<file path="src/logic/pec_pkg.sv">
// Package: register map, field layout, reset values and timing of the counter and PCS bank
package pec_pkg;

	// ****************************************************************
	// Register indices (byte address is four times the index)
	// ****************************************************************
	localparam logic [5:0] IDX_FALSE_CARRIER = 6'h14;
	localparam logic [5:0] IDX_RX_SYM_ERR    = 6'h15;
	localparam logic [5:0] IDX_PCS_CONFIG    = 6'h16;
	localparam logic [5:0] IDX_IRQ_STATUS    = 6'h1A;
	localparam logic [5:0] IDX_IRQ_ENABLE    = 6'h1B;
	localparam logic [5:0] IDX_IRQ_CLEAR     = 6'h1C;

	// ****************************************************************
	// Bus, counter and interrupt widths
	// ****************************************************************
	localparam int ADDR_W = 8;
	localparam int DATA_W = 32;
	localparam int CNT_W  = 8;
	localparam int IRQ_W  = 3;

	// ****************************************************************
	// Field positions of the PCS configuration register
	// ****************************************************************
	localparam int PCS_TRUE_QUIET    = 10;
	localparam int PCS_FORCE_SD      = 9;
	localparam int PCS_SD_ALGO       = 8;
	localparam int PCS_DESC_TIMEOUT  = 7;
	localparam int PCS_FORCE_100_OK  = 5;
	localparam int PCS_NRZI_BYPASS   = 2;
	localparam logic [15:0] PCS_WR_MASK  = 16'h07A4;
	localparam logic [15:0] PCS_RST      = 16'h0100;

	// ****************************************************************
	// Interrupt status bit positions
	// ****************************************************************
	localparam int IRQ_FALSE_CARRIER = 0;
	localparam int IRQ_RX_SYM_ERR    = 1;
	localparam int IRQ_DESC_TIMEOUT  = 2;

	// ****************************************************************
	// Reset values and counter limits
	// ****************************************************************
	localparam logic [CNT_W-1:0] CNT_RST = 8'h00;
	localparam logic [CNT_W-1:0] CNT_MAX = 8'hFF;
	localparam logic [IRQ_W-1:0] IRQ_RST = 3'h0;

	// ****************************************************************
	// Descrambler timeout figures and their cycle counts at 25 MHz
	// ****************************************************************
	localparam int CLK_PERIOD_NS  = 40;
	localparam int DESC_LONG_MS   = 2;
	localparam int DESC_SHORT_US  = 722;
	localparam int DESC_LONG_CYC  = (DESC_LONG_MS * 1000000) / CLK_PERIOD_NS;
	localparam int DESC_SHORT_CYC = (DESC_SHORT_US * 1000) / CLK_PERIOD_NS;
	localparam int TMR_W          = 16;

endpackage

</file>
<file path="src/logic/pec_counters_pcs.sv">
// Module: false-carrier and symbol-error counters, PCS configuration, APB slave, interrupt
`timescale 1ns/1ns

// Contract
// - Each false carrier event adds one to the 8-bit false carrier count.
// - The false carrier count stops at FFh and never wraps.
// - Reading either counter clears it to zero; both reset to zero and are read-only.
// - The symbol error count adds one for a carrier event that held an invalid symbol.
// - The symbol error count advances at most once per carrier event.
// - A carrier event that saw a collision never advances the symbol error count.
// - The symbol error count stops at all ones until it is cleared.
// - Reserved upper bits of the counter and PCS registers ignore writes and read zero.
// - PCS bit 10 selects true quiet transmit, reset value zero.
// - PCS bit 9 forces signal detect in the medium attachment.
// - PCS bit 8 selects the enhanced signal detect algorithm and resets to one.
// - PCS bit 7 selects a 2 ms descrambler timeout, otherwise 722 us.
// - PCS bit 5 forces a good 100 Mb/s link indication.
// - PCS bit 2 bypasses NRZI coding in the 100 Mb/s path.
// - Reading the false carrier count also clears the latched false carrier flag.
module pec_counters_pcs #(
	parameter int DESC_LONG_CYCLES  = pec_pkg::DESC_LONG_CYC,
	parameter int DESC_SHORT_CYCLES = pec_pkg::DESC_SHORT_CYC
) (
	input  wire logic                        pclk,
	input  wire logic                        presetn,
	input  wire logic                        psel,
	input  wire logic                        penable,
	input  wire logic                        pwrite,
	input  wire logic [pec_pkg::ADDR_W-1:0]  paddr,
	input  wire logic [pec_pkg::DATA_W-1:0]  pwdata,
	output logic      [pec_pkg::DATA_W-1:0]  prdata,
	output logic                             pready,
	output logic                             pslverr,
	input  wire logic                        false_carrier_evt,
	input  wire logic                        rx_carrier_valid,
	input  wire logic                        rx_invalid_symbol,
	input  wire logic                        rx_collision,
	input  wire logic                        rx_idle_seen,
	output logic                             false_carrier_latch,
	output logic                             true_quiet_enable,
	output logic                             force_signal_detect,
	output logic                             signal_detect_algorithm_select,
	output logic                             descrambler_timeout_select,
	output logic                             force_100_link_good,
	output logic                             nrzi_bypass,
	output logic                             descrambler_timeout,
	output logic                             irq
);
	import pec_pkg::*;

	// ****************************************************************
	// Declarations
	// ****************************************************************
	logic [CNT_W-1:0]  fc_cnt_ff;
	logic [CNT_W-1:0]  nxt_fc_cnt;
	logic [CNT_W-1:0]  se_cnt_ff;
	logic [CNT_W-1:0]  nxt_se_cnt;
	logic [15:0]       pcs_cfg_ff;
	logic [IRQ_W-1:0]  irq_stat_ff;
	logic [IRQ_W-1:0]  irq_en_ff;
	logic              irq_ff;
	logic              fc_latch_ff;
	logic              carrier_prev_ff;
	logic              err_seen_ff;
	logic              col_seen_ff;
	logic [TMR_W-1:0]  desc_tmr_ff;
	logic              desc_to_ff;
	logic [DATA_W-1:0] prdata_ff;
	logic [DATA_W-1:0] nxt_prdata;
	logic              pready_ff;
	logic              pslverr_ff;
	logic              nxt_pslverr;
	logic [5:0]        reg_idx;
	logic              apb_setup;
	logic              apb_wr;
	logic              rd_fc;
	logic              rd_se;
	logic              se_evt;
	logic              desc_expire;
	logic [TMR_W-1:0]  desc_limit;
	logic [IRQ_W-1:0]  irq_set;

	// ****************************************************************
	// APB decode
	// ****************************************************************
	// Reads are taken in the setup cycle, writes at the completing edge
	assign reg_idx   = paddr[ADDR_W-1:2];
	assign apb_setup = psel & ~penable;
	assign apb_wr    = psel & penable & pready_ff & pwrite;
	assign rd_fc     = apb_setup & ~pwrite & (reg_idx == IDX_FALSE_CARRIER);
	assign rd_se     = apb_setup & ~pwrite & (reg_idx == IDX_RX_SYM_ERR);

	// Read data and error for the access phase
	always_comb begin
		nxt_prdata  = '0;
		nxt_pslverr = 1'b0;
		case (reg_idx)
			IDX_FALSE_CARRIER: nxt_prdata[CNT_W-1:0] = fc_cnt_ff;
			IDX_RX_SYM_ERR:    nxt_prdata[CNT_W-1:0] = se_cnt_ff;
			IDX_PCS_CONFIG:    nxt_prdata[15:0]      = pcs_cfg_ff;
			IDX_IRQ_STATUS:    nxt_prdata[IRQ_W-1:0] = irq_stat_ff;
			IDX_IRQ_ENABLE:    nxt_prdata[IRQ_W-1:0] = irq_en_ff;
			IDX_IRQ_CLEAR:     nxt_prdata            = '0;
			default:           nxt_pslverr           = 1'b1;
		endcase
	end

	// Response registers, one wait-free access phase
	always_ff @(posedge pclk or negedge presetn) begin
		if (!presetn) begin
			prdata_ff  <= '0;
			pready_ff  <= 1'b0;
			pslverr_ff <= 1'b0;
		end else if (apb_setup) begin
			prdata_ff  <= pwrite ? '0 : nxt_prdata;
			pready_ff  <= 1'b1;
			pslverr_ff <= nxt_pslverr;
		end else begin
			prdata_ff  <= '0;
			pready_ff  <= 1'b0;
			pslverr_ff <= 1'b0;
		end
	end

	// ****************************************************************
	// False carrier counter
	// ****************************************************************
	// clear first, then count
	always_comb begin
		nxt_fc_cnt = rd_fc ? CNT_RST : fc_cnt_ff;
		if (false_carrier_evt && (nxt_fc_cnt != CNT_MAX)) begin
			nxt_fc_cnt = nxt_fc_cnt + 8'h01;
		end
	end

	always_ff @(posedge pclk or negedge presetn) begin
		if (!presetn) begin
			fc_cnt_ff <= CNT_RST;
		end else begin
			fc_cnt_ff <= nxt_fc_cnt;
		end
	end

	// Latched false carrier flag, an event beats the clearing read
	always_ff @(posedge pclk or negedge presetn) begin
		if (!presetn) begin
			fc_latch_ff <= 1'b0;
		end else if (false_carrier_evt) begin
			fc_latch_ff <= 1'b1;
		end else if (rd_fc) begin
			fc_latch_ff <= 1'b0;
		end
	end

	// ****************************************************************
	// Symbol error counter
	// ****************************************************************
	// Track what each carrier event saw, judged when carrier drops
	always_ff @(posedge pclk or negedge presetn) begin
		if (!presetn) begin
			carrier_prev_ff <= 1'b0;
			err_seen_ff     <= 1'b0;
			col_seen_ff     <= 1'b0;
		end else begin
			carrier_prev_ff <= rx_carrier_valid;
			if (!rx_carrier_valid) begin
				err_seen_ff <= 1'b0;
				col_seen_ff <= 1'b0;
			end else begin
				err_seen_ff <= err_seen_ff | rx_invalid_symbol;
				col_seen_ff <= col_seen_ff | rx_collision;
			end
		end
	end

	assign se_evt = carrier_prev_ff & ~rx_carrier_valid & err_seen_ff & ~col_seen_ff;

	always_comb begin
		nxt_se_cnt = rd_se ? CNT_RST : se_cnt_ff;
		if (se_evt && (nxt_se_cnt != CNT_MAX)) begin
			nxt_se_cnt = nxt_se_cnt + 8'h01;
		end
	end

	always_ff @(posedge pclk or negedge presetn) begin
		if (!presetn) begin
			se_cnt_ff <= CNT_RST;
		end else begin
			se_cnt_ff <= nxt_se_cnt;
		end
	end

	// ****************************************************************
	// PCS configuration
	// ****************************************************************
	// only defined bits are writable
	always_ff @(posedge pclk or negedge presetn) begin
		if (!presetn) begin
			pcs_cfg_ff <= PCS_RST;
		end else if (apb_wr && (reg_idx == IDX_PCS_CONFIG)) begin
			pcs_cfg_ff <= pwdata[15:0] & PCS_WR_MASK;
		end
	end

	assign true_quiet_enable              = pcs_cfg_ff[PCS_TRUE_QUIET];
	assign force_signal_detect            = pcs_cfg_ff[PCS_FORCE_SD];
	assign signal_detect_algorithm_select = pcs_cfg_ff[PCS_SD_ALGO];
	assign descrambler_timeout_select     = pcs_cfg_ff[PCS_DESC_TIMEOUT];
	assign force_100_link_good            = pcs_cfg_ff[PCS_FORCE_100_OK];
	assign nrzi_bypass                    = pcs_cfg_ff[PCS_NRZI_BYPASS];

	// ****************************************************************
	// Descrambler timeout timer
	// ****************************************************************
	// 2 ms or 722 us limit
	assign desc_limit  = pcs_cfg_ff[PCS_DESC_TIMEOUT] ? TMR_W'(DESC_LONG_CYCLES - 1)
	                                                  : TMR_W'(DESC_SHORT_CYCLES - 1);
	assign desc_expire = ~rx_idle_seen & ~desc_to_ff & (desc_tmr_ff >= desc_limit);

	// Idle symbols restart the timer, expiry holds until the next idle
	always_ff @(posedge pclk or negedge presetn) begin
		if (!presetn) begin
			desc_tmr_ff <= '0;
			desc_to_ff  <= 1'b0;
		end else if (rx_idle_seen) begin
			desc_tmr_ff <= '0;
			desc_to_ff  <= 1'b0;
		end else if (desc_expire) begin
			desc_to_ff  <= 1'b1;
		end else if (!desc_to_ff) begin
			desc_tmr_ff <= desc_tmr_ff + 16'h0001;
		end
	end

	// ****************************************************************
	// Interrupts
	// ****************************************************************
	assign irq_set = {desc_expire, se_evt, false_carrier_evt};

	// Sticky status, set wins over a clear in the same cycle
	always_ff @(posedge pclk or negedge presetn) begin
		if (!presetn) begin
			irq_stat_ff <= IRQ_RST;
		end else if (apb_wr && (reg_idx == IDX_IRQ_CLEAR)) begin
			irq_stat_ff <= (irq_stat_ff & ~pwdata[IRQ_W-1:0]) | irq_set;
		end else begin
			irq_stat_ff <= irq_stat_ff | irq_set;
		end
	end

	// Enable register
	always_ff @(posedge pclk or negedge presetn) begin
		if (!presetn) begin
			irq_en_ff <= IRQ_RST;
		end else if (apb_wr && (reg_idx == IDX_IRQ_ENABLE)) begin
			irq_en_ff <= pwdata[IRQ_W-1:0];
		end
	end

	// Level interrupt, one cycle behind status
	always_ff @(posedge pclk or negedge presetn) begin
		if (!presetn) begin
			irq_ff <= 1'b0;
		end else begin
			irq_ff <= |(irq_stat_ff & irq_en_ff);
		end
	end

	// ****************************************************************
	// Outputs
	// ****************************************************************
	assign prdata              = prdata_ff;
	assign pready              = pready_ff;
	assign pslverr             = pslverr_ff;
	assign false_carrier_latch = fc_latch_ff;
	assign descrambler_timeout = desc_to_ff;
	assign irq                 = irq_ff;

	// ****************************************************************
	// Assertions
	// ****************************************************************
	a_fc_count_up: assert property (@(posedge pclk) disable iff (!presetn)
		false_carrier_evt && !rd_fc && (fc_cnt_ff != 8'hFF)
		|=> fc_cnt_ff == $past(fc_cnt_ff) + 8'h01)
		else $error("false carrier count did not advance");

	a_fc_sticks: assert property (@(posedge pclk) disable iff (!presetn)
		(fc_cnt_ff == 8'hFF) && !rd_fc |=> fc_cnt_ff == 8'hFF)
		else $error("false carrier count left its maximum");

	a_read_clears: assert property (@(posedge pclk) disable iff (!presetn)
		rd_se && !se_evt ##1 pready_ff |-> se_cnt_ff == 8'h00 && !pslverr_ff)
		else $error("symbol error count not cleared by read");

	a_se_count_up: assert property (@(posedge pclk) disable iff (!presetn)
		$fell(rx_carrier_valid) && err_seen_ff && !col_seen_ff && !rd_se
		&& (se_cnt_ff != 8'hFF) |=> se_cnt_ff == $past(se_cnt_ff) + 8'h01)
		else $error("symbol error count did not advance");

	a_se_once: assert property (@(posedge pclk) disable iff (!presetn)
		rx_carrier_valid && !rd_se |=> se_cnt_ff == $past(se_cnt_ff))
		else $error("symbol error count moved inside a carrier event");

	a_se_collision: assert property (@(posedge pclk) disable iff (!presetn)
		rx_carrier_valid && rx_collision && !rd_se ##1 !rx_carrier_valid && !rd_se
		|=> se_cnt_ff == $past(se_cnt_ff, 2))
		else $error("symbol error counted despite collision");

	a_se_sticks: assert property (@(posedge pclk) disable iff (!presetn)
		(se_cnt_ff == 8'hFF) && !rd_se |=> se_cnt_ff == 8'hFF)
		else $error("symbol error count left its maximum");

	a_reserved_zero: assert property (@(posedge pclk) disable iff (!presetn)
		pready_ff |-> prdata_ff[31:16] == 16'h0000
		&& (pcs_cfg_ff & ~16'h07A4) == 16'h0000)
		else $error("reserved bits not zero");

	a_desc_limit: assert property (@(posedge pclk) disable iff (!presetn)
		$rose(desc_to_ff) |-> $past(desc_tmr_ff) == $past(desc_limit))
		else $error("descrambler timeout at wrong count");

	a_latch_clear: assert property (@(posedge pclk) disable iff (!presetn)
		rd_fc && !false_carrier_evt |=> !fc_latch_ff && pready_ff)
		else $error("false carrier latch not cleared by read");

	a_clear_count: assert property (@(posedge pclk) disable iff (!presetn)
		rd_fc && false_carrier_evt |=> fc_cnt_ff == 8'h01)
		else $error("event lost at clearing read");

	a_fc_rd_clear: assert property (@(posedge pclk) disable iff (!presetn)
		rd_fc && !false_carrier_evt |=> fc_cnt_ff == 8'h00)
		else $error("false carrier count not cleared by read");

	a_se_clear_count: assert property (@(posedge pclk) disable iff (!presetn)
		rd_se && se_evt |=> se_cnt_ff == 8'h01)
		else $error("symbol error lost at clearing read");

	a_se_no_count: assert property (@(posedge pclk) disable iff (!presetn)
		!(carrier_prev_ff && !rx_carrier_valid) && !rd_se |=> se_cnt_ff == $past(se_cnt_ff))
		else $error("symbol error count moved outside a carrier end");

	a_latch_set: assert property (@(posedge pclk) disable iff (!presetn)
		false_carrier_evt |=> fc_latch_ff)
		else $error("false carrier latch not set by event");

	a_pcs_write: assert property (@(posedge pclk) disable iff (!presetn)
		apb_wr && (reg_idx == IDX_PCS_CONFIG)
		|=> {16'h0000, pcs_cfg_ff} == ($past(pwdata) & {16'h0000, PCS_WR_MASK}))
		else $error("pcs config write stored wrong bits");

	a_timeout_hold: assert property (@(posedge pclk) disable iff (!presetn)
		desc_to_ff && !rx_idle_seen |=> desc_to_ff)
		else $error("descrambler timeout dropped without idle");

endmodule

</file>
<file path="config.mk">
export PLATFORM = sky130hd
export DESIGN_NAME = pec_counters_pcs
export DESIGN_NICKNAME = d
export VERILOG_FILES = /design/src/logic/pec_pkg.sv /design/src/logic/pec_counters_pcs.sv
export SDC_FILE = /design/constraint.sdc
export NUM_CORES = 1
export LEC_CHECK = 0
export BUFFER_PORTS_ARGS = -buffer_cell sky130_fd_sc_hd__buf_2
export CORE_MARGIN = 4
export CORE_UTILIZATION = 53
export CTS_CLUSTER_SIZE = 16
export DETAILED_ROUTE_END_ITERATION = 16
export PLACE_DENSITY = 0.81
export SETUP_SLACK_MARGIN = 0.2
export SYNTH_ARGS = -nofsm -noshare
export SYNTH_HDL_FRONTEND = slang
export SYNTH_SLANG_ARGS = --single-unit
</file>
<file path="constraint.sdc">
create_clock -name pclk -period 2.5 [get_ports pclk]
set_input_delay 0.25 -clock pclk [delete_from_list [all_inputs] [get_ports pclk]]
set_output_delay 0.25 -clock pclk [all_outputs]
set_load 0.005 [all_outputs]
</file>
==> results.ini, run 1 <==
[floorplanning]
dieWidth_um = 88.2
die-area_um2 = 7770
fp-row-count = 28
initial_core_util_pct = 56.2
dieHeight_um = 88.2
fp.coreArea_um2 = 6060
ios = 93

[finish]
fillers = 452
multi_input_area_um2 = 1890
drive_above_1_share_pct = 29.4
instances_no_fill = 494
fin_area_um2 = 4270
layout.nets = 475
diodes = 0
register_area_um2 = 1580
area_growth_pct = 25.4
fin_util_pct = 70.5

[synth]
synth_cell_types = 54
yosysTopAreaCellShare_pct = 45.5
netlist_area_um2 = 3410
synthTopCellsByArea = dfrtp_1 46%, buf_4 4.8%, ha_1 4.0%
synth_top_area_cell = dfrtp_1
syn_inst = 339
synth-edff-count = 0
synth-seq-cells = 63
synthFlopType = dfrtp_1
yosys_warnings = 0
synth_area_per_cell_um2 = 10.1
yosysSeqAreaShare_pct = 46.3
async_flop_share_pct = 100

[critical_path]
path_delay_family = compound AO/OA/AOI/OAI gates
path_cells = clkinv_4, ha_4, a21oi_2, o211ai_1, a2111o_1, buf_6, or4_4, a21oi_2
critPathMaxFanout = 7
cpMostUsedCell = a21oi_2
required_ns = 2.77
startpoint_type = flop
critPathKind = flop to flop
crit_path_end_kind = flop
worst-path-buf-inv = 2
worstPathArrival_ns = 2.78
critPathMaxStageDelay_ns = 0.56
slowest_stage = a2111o_1

[routing]
drt_first_pass_iters = 5
drt_drc_violations_left = 0
drt_iter0_markers = 113
detail-route-antenna-nets = 0
vias_per_cell = 5.80
routed_wl_mm = 8.40
via_count = 2867
wl_per_cell_um = 17.0

[clock_network]
cts_made_buffers = 9
clk_path_buf_depth = 2
worstSkewPairLatency_ns = 0.34
cts-root-buf = clkbuf_8
cts_sinks = 63
cts_tree = yes
h-tree-depth = 3
path_clk_slew_ns = 0.07

[sta]
fmax_mhz = 399
fin_crit_sh_pct = 100
finalSetupViolations = 1
grt_setup_unrepaired = yes
hold_violations = 0
skew_ns = 0.0100
holdWs_ns = 0.0644
finalMaxSlewViolations = 0
fin_ws_ns = -0.00795
min_period_ns = 2.51

[grt]
grt-ovfl-total = 0
grt_max_degree = 40
antenna_found_initial = 0
grt_pass1_wl_mm = 13.4
grtUsageTotal_pct = 22.1
grt_pass1_vias = 2886

[place]
dpl.hpwl_mm = 5.59
placed_cells = 469
placed_cell_area_um2 = 3760
portBuffers = 45
gp_congestion = 0.875

[power_and_ir_drop]
switching_share_pct = 26.8
p_leak_nw = 2.00
sequentialPowerShare_pct = 45.0
pwr-share-clk_pct = 40.7
comb_power_share_pct = 14.3
ir_drop_v = 0.000415
internal_power_w = 0.00198
power_density_nw_per_um2 = 633
p_sw_w = 0.000726
total_power_w = 0.00270

[worst_hold_path]
hold_class = input port to flop

[run_status]
outcome = finished, violations left
violations = negative setup slack

[flow_run]
cap_violations = 0

## layout by cell type (no fill, tap or decap), types with 4 or more instances in the layout
| cell | netlist | routed |
|---|---|---|
| a21oi_1 | 20 | 15 |
| o21ai_1 | 8 | 8 |
| mux2i_1 | 11 | 11 |
| nor2_1 | 25 | 25 |
| conb_1 | 1 | 21 |
| xor2_1 | 8 | 8 |
| mux2_2 | 10 | 10 |
| dfrtp_1 | 62 | 61 |
| nand4_1 | 5 | 5 |
| nand2_1 | 23 | 22 |
| a21o_1 | 5 | 5 |
| o31ai_1 | 6 | 6 |
| buf_4 | 22 | 21 |
| clkbuf_8 | 0 | 10 |
| and2_1 | 8 | 8 |
| nand3_1 | 15 | 15 |
| ha_4 | 0 | 5 |
| nor2b_1 | 6 | 6 |
| o21ai_0 | 7 | 6 |
| inv_1 | 9 | 8 |
| and4_1 | 4 | 4 |
| buf_2 | 0 | 46 |
| a21oi_2 | 0 | 4 |
| or3_1 | 9 | 8 |
| ha_1 | 11 | 4 |
| and3_1 | 8 | 8 |
## final timing paths
check / from / to / slack [ns] / cells past startpoint
worst max-delay path: pcs_cfg_ff[7] / desc_tmr_ff[5] / -0.008 / 8
worst min-delay path: rx_carrier_valid / carrier_prev_ff / 0.06 / 1
worst max register to register: pcs_cfg_ff[7] / desc_tmr_ff[5] / -0.008 / 8
worst min register to register: false_carrier_latch / false_carrier_latch / 0.47 / 1
max in group asynchronous: presetn / pcs_cfg_ff[7] / 1.63 / 3
min in group asynchronous: presetn / pready / 0.43 / 3
## synthesized netlist by cell type, types with 6 or more instances
cell     instances
xor2_1           8
o31ai_1          6
nor2b_1          6
nand2_1         23
and2_1           8
a21oi_1         20
dfrtp_1         62
mux2_2          10
o21ai_0          7
ha_1            11
and3_1           8
mux2i_1         11
o21ai_1          8
nand3_1         15
inv_1            9
nor2_1          25
or3_1            9
buf_4           22
## metrics by stage
stage / setup WS, ns / setup TNS, ns
global route: -0.0711 / -0.395
CTS: 0.109 / 0
global placement: 0.0320 / 0
detailed placement: -0.0673 / -0.218
finish: -0.00795 / -0.00795
floorplan: 0.201 / 0
## cells by family after synthesis
group	count (synthesis)	share of synthesized area [%]
adders and majority gates	11	4.04
DFF	63	46.3
xor gates and xnor gates	9	2.31
buffers and inverters	36	6.39
other	1	0.110
and+or+nand+nor	123	19.6
AOI/OAI and AO/OA	75	14.7
muxes	21	6.54
## worst reg2reg max path: cells and delay by family, from the launching register on
| family | cells | cell delay (ns) |
|---|---|---|
| fa+ha+maj | 1 | 0.25 |
| buf+inv | 2 | 0.32 |
| compound gates | 4 | 1.00 |
| simple gates | 1 | 0.41 |
| flops | 1 | 0.47 |
## final cells by class
type	instances	area share (%)
clock inverters	5	2.43
clock buffers	11	3.31
well taps	75	2.20
inverters	9	0.907
flip-flops and latches	63	36.9
multi-input cells	260	44.1
repair buffers	71	10.1
## power groups by stage
stage,combinational [W],clock (W),sequential (W)
6_report,0.000387,0.00110,0.00122
5_1_grt,0.000440,0.00116,0.00123
4_1_cts,0.000370,0.00111,0.00121
3_5_place_dp,0.000358,0,0.00123
3_3_place_gp,0.000337,0,0.00122
2_1_floorplan,0.000269,0,0.00119
## routing by layer
layer	track usage [%]	part of all wire, %	up-vias
li1	-	-	1356
met3	4.05	5.0	17
met2	38.2	53	76
met5	0	0	-
met4	9.48	2.0	0
met1	27.0	40	1418
## flip-flops by register name (all words and copies together), names as in the netlist
register             count
pcs_cfg_ff               6
fc_cnt_ff                8
irq_en_ff                3
irq_stat_ff              3
descrambler_timeout      1
carrier_prev_ff          1
pslverr                  1
se_cnt_ff                8
pready                   1
irq                      1
prdata                  11
col_seen_ff              1
desc_tmr_ff             16
err_seen_ff              1
false_carrier_latch      1
## repair_timing
action                                 CTS  global route
gates resized for setup                 15            20
hold buffers                             1             0
setup buffers                            7             1
pin swaps                               10            14
endpoints found under the hold margin   62             0
setup endpoints to repair               13            16
Power figures use the tool's default switching activity.
==> run 2: changes to the inputs <==
--- a/config.mk
+++ b/config.mk
@@ -5,9 +5,10 @@
 export SDC_FILE = /design/constraint.sdc
 export NUM_CORES = 1
 export LEC_CHECK = 0
+export ABC_AREA = 1
 export BUFFER_PORTS_ARGS = -buffer_cell sky130_fd_sc_hd__buf_2
 export CORE_MARGIN = 4
-export CORE_UTILIZATION = 53
+export CORE_UTILIZATION = 54
 export CTS_CLUSTER_SIZE = 16
 export DETAILED_ROUTE_END_ITERATION = 16
 export PLACE_DENSITY = 0.81
==> run 2 against run 1 <==
Compared with the run above: the flow now finishes without violations; utilization is 7.6 points lower; die area up 8.0%; synthesized cell count up 46%; count of clock-buffer cells in the layout shrank 1; critical endpoint is now desc_tmr_ff[14].
==> results.ini, run 2 <==
[grt]
grt_pass1_wl_mm = 14.3  ; +6.7%
antenna_found_initial = 0  ; unchanged
grt_pass1_vias = 3149  ; +9.1%
grtUsageTotal_pct = 21.2  ; -0.88 points
grt-ovfl-total = 0  ; unchanged
grt_max_degree = 36  ; -10%

[power_and_ir_drop]
total_power_w = 0.00233  ; -14%
power_density_nw_per_um2 = 546  ; -14%
internal_power_w = 0.00161  ; -19%
ir_drop_v = 0.000409  ; -1.5%
comb_power_share_pct = 14.7  ; +0.4 points
switching_share_pct = 30.9  ; +4.0 points
p_sw_w = 0.000720  ; -0.81%
pwr-share-clk_pct = 34.9  ; -5.8 points
p_leak_nw = 2.35  ; +18%
sequentialPowerShare_pct = 50.3  ; +5.3 points

[critical_path]
critPathMaxFanout = 8  ; +1
reg2reg_slack_ns = 0.46  ; +0.47 ns
worst-path-buf-inv = 2  ; unchanged
ff2ff_path_depth = 10  ; +2
critPathKind = flop to flop
cpMostUsedCell = nand3_1
critPathMaxStageDelay_ns = 0.45  ; -0.11 ns
path_delay_family = simple AND/OR/NAND/NOR gates
crit_path_end_kind = flop
slowest_stage = dfrtp_2
startpoint_type = flop
r2r-end = desc_tmr_ff[14]
path_cells = inv_2, ha_1, a21o_1, nand3_1, nand3b_1, nand2_1, nand3_4, buf_4, nand3_1, o21ai_0
required_ns = 2.73  ; -0.04 ns
worstPathArrival_ns = 2.27  ; -0.51 ns
timing.rr.start = pcs_cfg_ff[7]

[routing]
drt_drc_violations_left = 0  ; unchanged
topRoutingLayerUsed = met4
drt_iter0_markers = 136  ; +20%
vias_per_cell = 5.06  ; -13%
drt_first_pass_iters = 4  ; -1
wl_met1_mm = 3.62  ; +7.3%
detail-route-antenna-nets = 0  ; unchanged
via_count = 3311  ; +15%
dr_wl_met3_um = 414  ; -0.96%
routed_wl_mm = 8.59  ; +2.3%
wl_per_cell_um = 13.1  ; -23%
wl_met2_mm = 4.44  ; about the same

[clock_network]
worstSkewPairLatency_ns = 0.34  ; about the same
cts_tree = yes
h-tree-depth = 3  ; unchanged
path_clk_slew_ns = 0.08  ; about the same
cts_made_buffers = 9  ; unchanged
cts-root-buf = clkbuf_8
clk_path_buf_depth = 2  ; unchanged
cts_sinks = 63  ; unchanged

[synth]
yosys_warnings = 0  ; unchanged
synth_cell_types = 40  ; -26%
muxShareOfSynthArea_pct = 1.19  ; -5.3 points
synth_xor_xnor_area_share_pct = 3.25  ; +0.93 points
synth_most_common_cell = nand2_1
async_flop_share_pct = 100  ; unchanged
yosys.area_share.adder_pct = 3.64  ; -0.39 points
synth-edff-count = 0  ; unchanged
synth-simple-area-share_pct = 33.6  ; +14 points
synth_top_area_cell = dfrtp_1
synth_area_per_cell_um2 = 7.61  ; -24%
synthFlopType = dfrtp_1
netlist_area_um2 = 3780  ; +11%
synthTopCellsByArea = dfrtp_1 41%, nand2_1 15%, nand3_1 6.5%
yosysTopAreaCellShare_pct = 41.1  ; -4.5 points
synth_common_cells = 155 x nand2_1, 62 x dfrtp_1, 49 x nand3_1
synth-seq-cells = 63  ; unchanged
syn_inst = 496  ; +46%
synth_top_family_by_area = simple AND/OR/NAND/NOR gates
synth_compound_area_share_pct = 5.43  ; -9.3 points
yosysSeqAreaShare_pct = 41.8  ; -4.5 points

[sta]
setup_tns_ns = 0  ; +0.00795 ns
worstMarginPinSlew_ns = 0.653
slew_headroom_pct = 56.5
grt_setup_unrepaired = no
finalSetupViolations = 0  ; -1
min_period_ns = 2.04  ; -0.468 ns
fin_crit_sh_pct = 81.6  ; -19 points
hold_violations = 0  ; unchanged
finalMaxSlewViolations = 0  ; unchanged
fmax_mhz = 490  ; +23%
skew_ns = 0.0107  ; +0.000640 ns
fin_ws_ns = 0.460  ; +0.468 ns

[floorplanning]
dieWidth_um = 91.6  ; +3.9%
die-area_um2 = 8400  ; +8.0%
fp-row-count = 30  ; +7.1%
ios = 93  ; unchanged
fp.coreArea_um2 = 6790  ; +12%
initial_core_util_pct = 55.6  ; -0.63 points
dieHeight_um = 91.6  ; +3.9%

[finish]
final_common_cell = nand2_1
top_register = desc_tmr_ff
area_growth_pct = 13.2
final_cell_mix = 155 x nand2_1, 61 x dfrtp_1, 49 x nand3_1, 47 x inv_1, 46 x nor2_1
diodes = 0  ; unchanged
instances_no_fill = 654  ; +32%
layout.nets = 614  ; +29%
fin_area_um2 = 4270  ; unchanged
largest_reg_flops = 16  ; unchanged
drive_above_1_share_pct = 18.8  ; -11 points

[place]
portBuffers = 45  ; unchanged
dp_slack_ns = 0.332  ; +0.400 ns
placed_cell_area_um2 = 4040  ; +7.3%
gp_congestion = 0.966  ; +10%
placed_cells = 633  ; +35%
dpl.hpwl_mm = 6.31  ; +13%

[flow_run]
cap_violations = 0  ; unchanged

[worst_hold_path]
holdPathEnd = carrier_prev_ff
hold_class = input port to flop
hold_path_depth = 1  ; unchanged
hp-start = rx_carrier_valid

[run_status]
outcome = finished clean

run 2: changes by cell type after synthesis, moves of 9 or more:
cell	previous run	this run
nand2_1	23	155
inv_1	9	48
nand3_1	15	49
nor2_1	25	46
a21oi_1	20	9
mux2i_1	11	0
or3_1	9	0
run 2: layer usage:
metal / GRT usage, % / up-vias
li1: - / 1657
met1: 26.6 / 1564
met2: 36.1 / 80
met3: 4.35 / 10
met4: 8.04 / 0
met5: 0 / -
run 2: through the flow:
step	util [%]	hold slack, ns
2_1_floorplan	-	-0.0456
3_3_place_gp	59.5	0.309
3_5_place_dp	59.5	0.319
4_1_cts	62.3	0.00973
5_1_grt	62.9	0.0119
6_report	62.9	0.0264
run 2: power by group through the flow:
stage	clock network [W]	registers, W	logic [W]
5_1_grt	0.000883	0.00118	0.000394
4_1_cts	0.000839	0.00117	0.000343
2_1_floorplan	0	0.00117	0.000265
3_3_place_gp	0	0.00118	0.000326
3_5_place_dp	0	0.00119	0.000339
6_report	0.000815	0.00117	0.000344
run 2: worst max path at each step:
| stage | from | to | depth (start not counted) |
|---|---|---|---|
| 3_3_place_gp | pcs_cfg_ff[7] | desc_tmr_ff[0] | 10 |
| 5_1_grt | pcs_cfg_ff[7] | desc_tmr_ff[8] | 11 |
| 4_1_cts | pcs_cfg_ff[7] | desc_tmr_ff[11] | 10 |
| 2_1_floorplan | paddr[7] | se_cnt_ff[7] | 16 |
| 6_report | pcs_cfg_ff[7] | desc_tmr_ff[14] | 10 |
| 3_5_place_dp | pcs_cfg_ff[7] | desc_tmr_ff[9] | 10 |
run 2: what timing repair did:
item | CTS | global route
hold endpoints to repair | 28 | 0
gates resized for setup | 0 | 3
endpoints found under the setup margin | 0 | 16
hold buffers | 1 | 0
buffers inserted | 0 | 3
run 2: cells by family (layout without fill, tap and decap cells):
family / count (synthesis) / count (layout)
muxes: 4 / 4
xor gates and xnor gates: 14 / 14
buffers and inverters: 85 / 126
AOI/OAI and AO/OA: 34 / 34
adders and majority gates: 11 / 11
other: 1 / 21
DFF: 63 / 63
and+or+nand+nor: 284 / 285
run 2: cell type report:
class	count	area (um2)
clock buffer	10	138
fill	591	2520
inverter	56	210
multi-input combinational	369	1870
tap	96	120
sequential	63	1580
clock inverter	6	46.3
timing repair buffer	54	308
run 2: worst reg2reg max path, stage by stage, from the launching register on:
cell	delay, ns
dfrtp_2	0.45
inv_2	0.16
ha_1	0.26
a21o_1	0.18
nand3_1	0.07
nand3b_1	0.09
nand2_1	0.20
nand3_4	0.19
buf_4	0.20
nand3_1	0.05
o21ai_0	0.08
==> run 3: changes to the inputs <==
--- a/config.mk
+++ b/config.mk
@@ -8,10 +8,10 @@
 export ABC_AREA = 1
 export BUFFER_PORTS_ARGS = -buffer_cell sky130_fd_sc_hd__buf_2
 export CORE_MARGIN = 4
-export CORE_UTILIZATION = 54
+export CORE_UTILIZATION = 49
 export CTS_CLUSTER_SIZE = 16
 export DETAILED_ROUTE_END_ITERATION = 16
-export PLACE_DENSITY = 0.81
+export PLACE_DENSITY = 0.77
 export SETUP_SLACK_MARGIN = 0.2
 export SYNTH_ARGS = -nofsm -noshare
 export SYNTH_HDL_FRONTEND = slang
==> constraint.sdc (replaced) <==
create_clock -name pclk -period 1.8 [get_ports pclk]
set_input_delay 0.18 -clock pclk [delete_from_list [all_inputs] [get_ports pclk]]
set_output_delay 0.18 -clock pclk [all_outputs]
set_load 0.005 [all_outputs]
==> run 3 against run 2 <==
Compared with the run above: the run now ends with negative setup slack left; worst setup slack worse by 0.50 ns; clock power up 57%; clock skew up 0.00072 ns; cell count up 6.3%.
==> results.ini, run 3 (same netlist as run 2, synthesis figures left out) <==
[sta]
fin_ws_ns = -0.0433  ; -0.503 ns
finalSetupViolations = 17  ; +17
hold_violations = 0  ; unchanged
slew_headroom_pct = 64.8  ; +8.4 points
grt_setup_unrepaired = yes
finalMaxSlewViolations = 0  ; unchanged
fmax_mhz = 542  ; +11%
holdWs_ns = 0.0620  ; +0.0356 ns
worstMarginPinSlew_ns = 0.528  ; -0.125 ns
min_period_ns = 1.84  ; -0.197 ns
fin_crit_sh_pct = 102  ; +21 points
skew_ns = 0.0114  ; +0.000722 ns
setup_tns_ns = -0.354  ; -0.354 ns

[grt]
use_met3_pct = 4.14  ; -0.20 points
grt_max_degree = 42  ; +17%
grt_pass1_wl_mm = 15.2  ; +5.9%
met2_usage_pct = 34.6  ; -1.5 points
met1_usage_pct = 27.8  ; +1.2 points
gr-max-usage-layer = met2
grtUsageTotal_pct = 21.2  ; about the same
grt-ovfl-total = 0  ; unchanged
grt_pass1_vias = 3367  ; +6.9%
antenna_found_initial = 0  ; unchanged

[routing]
routed_wl_mm = 9.33  ; +8.7%
drt_iter0_markers = 248  ; +82%
drt_drc_violations_left = 0  ; unchanged
vias_per_cell = 5.07  ; +0.21%
wl_per_cell_um = 13.4  ; +2.3%
detail-route-antenna-nets = 0  ; unchanged
drt_first_pass_iters = 5  ; +1
via_count = 3526  ; +6.5%

[power_and_ir_drop]
comb_power_share_pct = 20.9  ; +6.2 points
p_leak_nw = 2.58  ; +9.4%
ir_drop_v = 0.000479  ; +17%
p_sw_w = 0.00107  ; +49%
switching_share_pct = 29.0  ; -1.8 points
internal_power_w = 0.00262  ; +63%
pwr-share-clk_pct = 34.6  ; -0.3 points
power_density_nw_per_um2 = 752  ; +38%
sequentialPowerShare_pct = 44.4  ; -5.9 points

[critical_path]
path_cells = inv_6, ha_4, nand2_2, nor2_2, nand4_1, nor2_2, nand2_2, nand3_4, inv_1, nand3_1, nand2_1
startpoint_type = flop
critPathKind = flop to flop
critPathMaxStageDelay_ns = 0.47  ; +0.02 ns
worstPathArrival_ns = 2.07  ; -0.20 ns
critPathMaxFanout = 7  ; -1
required_ns = 2.03  ; -0.70 ns
worst-path-buf-inv = 2  ; unchanged
crit_path_end_kind = flop
slowest_stage = dfrtp_2
path_delay_family = simple AND/OR/NAND/NOR gates

[finish]
diodes = 0  ; unchanged
largest_reg_flops = 16  ; unchanged
drive_above_1_share_pct = 33.2  ; +14 points
fin_area_um2 = 4920  ; +15%
area_growth_pct = 30.2
fin_util_pct = 66.7  ; +3.8 points
final_common_cell = nand2_1
fillers = 573  ; -3.0%
top_register = desc_tmr_ff
layout.nets = 652  ; +6.2%
final_cell_mix = 127 x nand2_1, 61 x dfrtp_1, 45 x buf_2, 42 x nand3_1

[place]
placed_cell_area_um2 = 4370  ; +8.1%
portBuffers = 45  ; unchanged
gp_congestion = 0.917  ; -5.0%
dpl.hpwl_mm = 6.63  ; +5.2%

[floorplanning]
fp-row-count = 31  ; +3.3%
dieWidth_um = 95.8  ; +4.5%
initial_core_util_pct = 51.2  ; -4.3 points
fp.coreArea_um2 = 7370  ; +8.5%
ios = 93  ; unchanged
dieHeight_um = 95.8  ; +4.5%
die-area_um2 = 9170  ; +9.3%

[clock_network]
cts-root-buf = clkbuf_8
cts_tree = yes
worstSkewPairLatency_ns = 0.34  ; about the same
clk_path_buf_depth = 2  ; unchanged
cts_made_buffers = 9  ; unchanged
cts_sinks = 63  ; unchanged
h-tree-depth = 3  ; unchanged
path_clk_slew_ns = 0.07  ; about the same

[worst_hold_path]
hold_class = input port to flop

[run_status]
violations = negative setup slack
outcome = finished, violations left

[flow_run]
cap_violations = 0  ; unchanged

run 3: layout make-up:
class | count | area, um2 | area share (%)
Inverter | 56 | 253 | 5.14
Multi-Input combinational cell | 368 | 2120 | 43.2
Tap cell | 99 | 124 | 2.52
Timing Repair Buffer | 93 | 629 | 12.8
Sequential cell | 63 | 1580 | 32.1
Clock buffer | 13 | 169 | 3.44
Clock inverter | 3 | 40.0 | 0.814
run 3: repair_timing:
| action | in CTS | in global routing |
|---|---|---|
| endpoints found under the hold margin | 22 | 0 |
| hold buffers | 2 | 0 |
| setup endpoints to repair | 31 | 33 |
| resized for setup | 15 | 50 |
| gates cloned | 0 | 0 |
| pin swaps | 5 | 23 |
| setup buffers | 5 | 8 |
run 3: worst register-to-register path: stages, from the launching register on:
cell and delay, ns:
dfrtp_2 0.47, inv_6 0.09, ha_4 0.28, nand2_2 0.06
nor2_2 0.13, nand4_1 0.11, nor2_2 0.12, nand2_2 0.09
nand3_4 0.13, inv_1 0.12, nand3_1 0.09, nand2_1 0.06
run 3: routing by layer:
layer	part of all wire, %	vias to the layer above
met4	2.8	0
met3	6.7	27
met1	42	1651
met2	49	119
li1	-	1729
met5	0	-
run 3: path summary, 6_finish.rpt:
check | startpoint | endpoint | slack [ns] | depth (start not counted)
max reg2reg | pcs_cfg_ff[7] | desc_tmr_ff[15] | -0.04 | 11
max | pcs_cfg_ff[7] | desc_tmr_ff[15] | -0.04 | 11
min in group asynchronous | presetn | pcs_cfg_ff[9] | 0.34 | 2
min reg2reg | pcs_cfg_ff[8] | prdata[8] | 0.49 | 2
min | rx_collision | col_seen_ff | 0.06 | 3
max in group asynchronous | presetn | desc_tmr_ff[2] | 0.84 | 3
run 3: stage by stage:
step           setup slack (ns)  total power [W]  cells
2_1_floorplan             0.105          0.00202    516
3_3_place_gp            -0.0451          0.00217    664
4_1_cts                  0.0302          0.00352    687
3_5_place_dp            -0.0958          0.00221    664
5_1_grt                  -0.155          0.00388    695
6_report                -0.0433          0.00370    695
run 3: power groups by stage:
stage / logic (W) / clock network, W / registers [W]
CTS: 0.000601 / 0.00129 / 0.00163
finish: 0.000773 / 0.00128 / 0.00164
floorplan: 0.000394 / 0 / 0.00162
global placement: 0.000529 / 0 / 0.00165
detailed placement: 0.000554 / 0 / 0.00165
global route: 0.000867 / 0.00136 / 0.00165
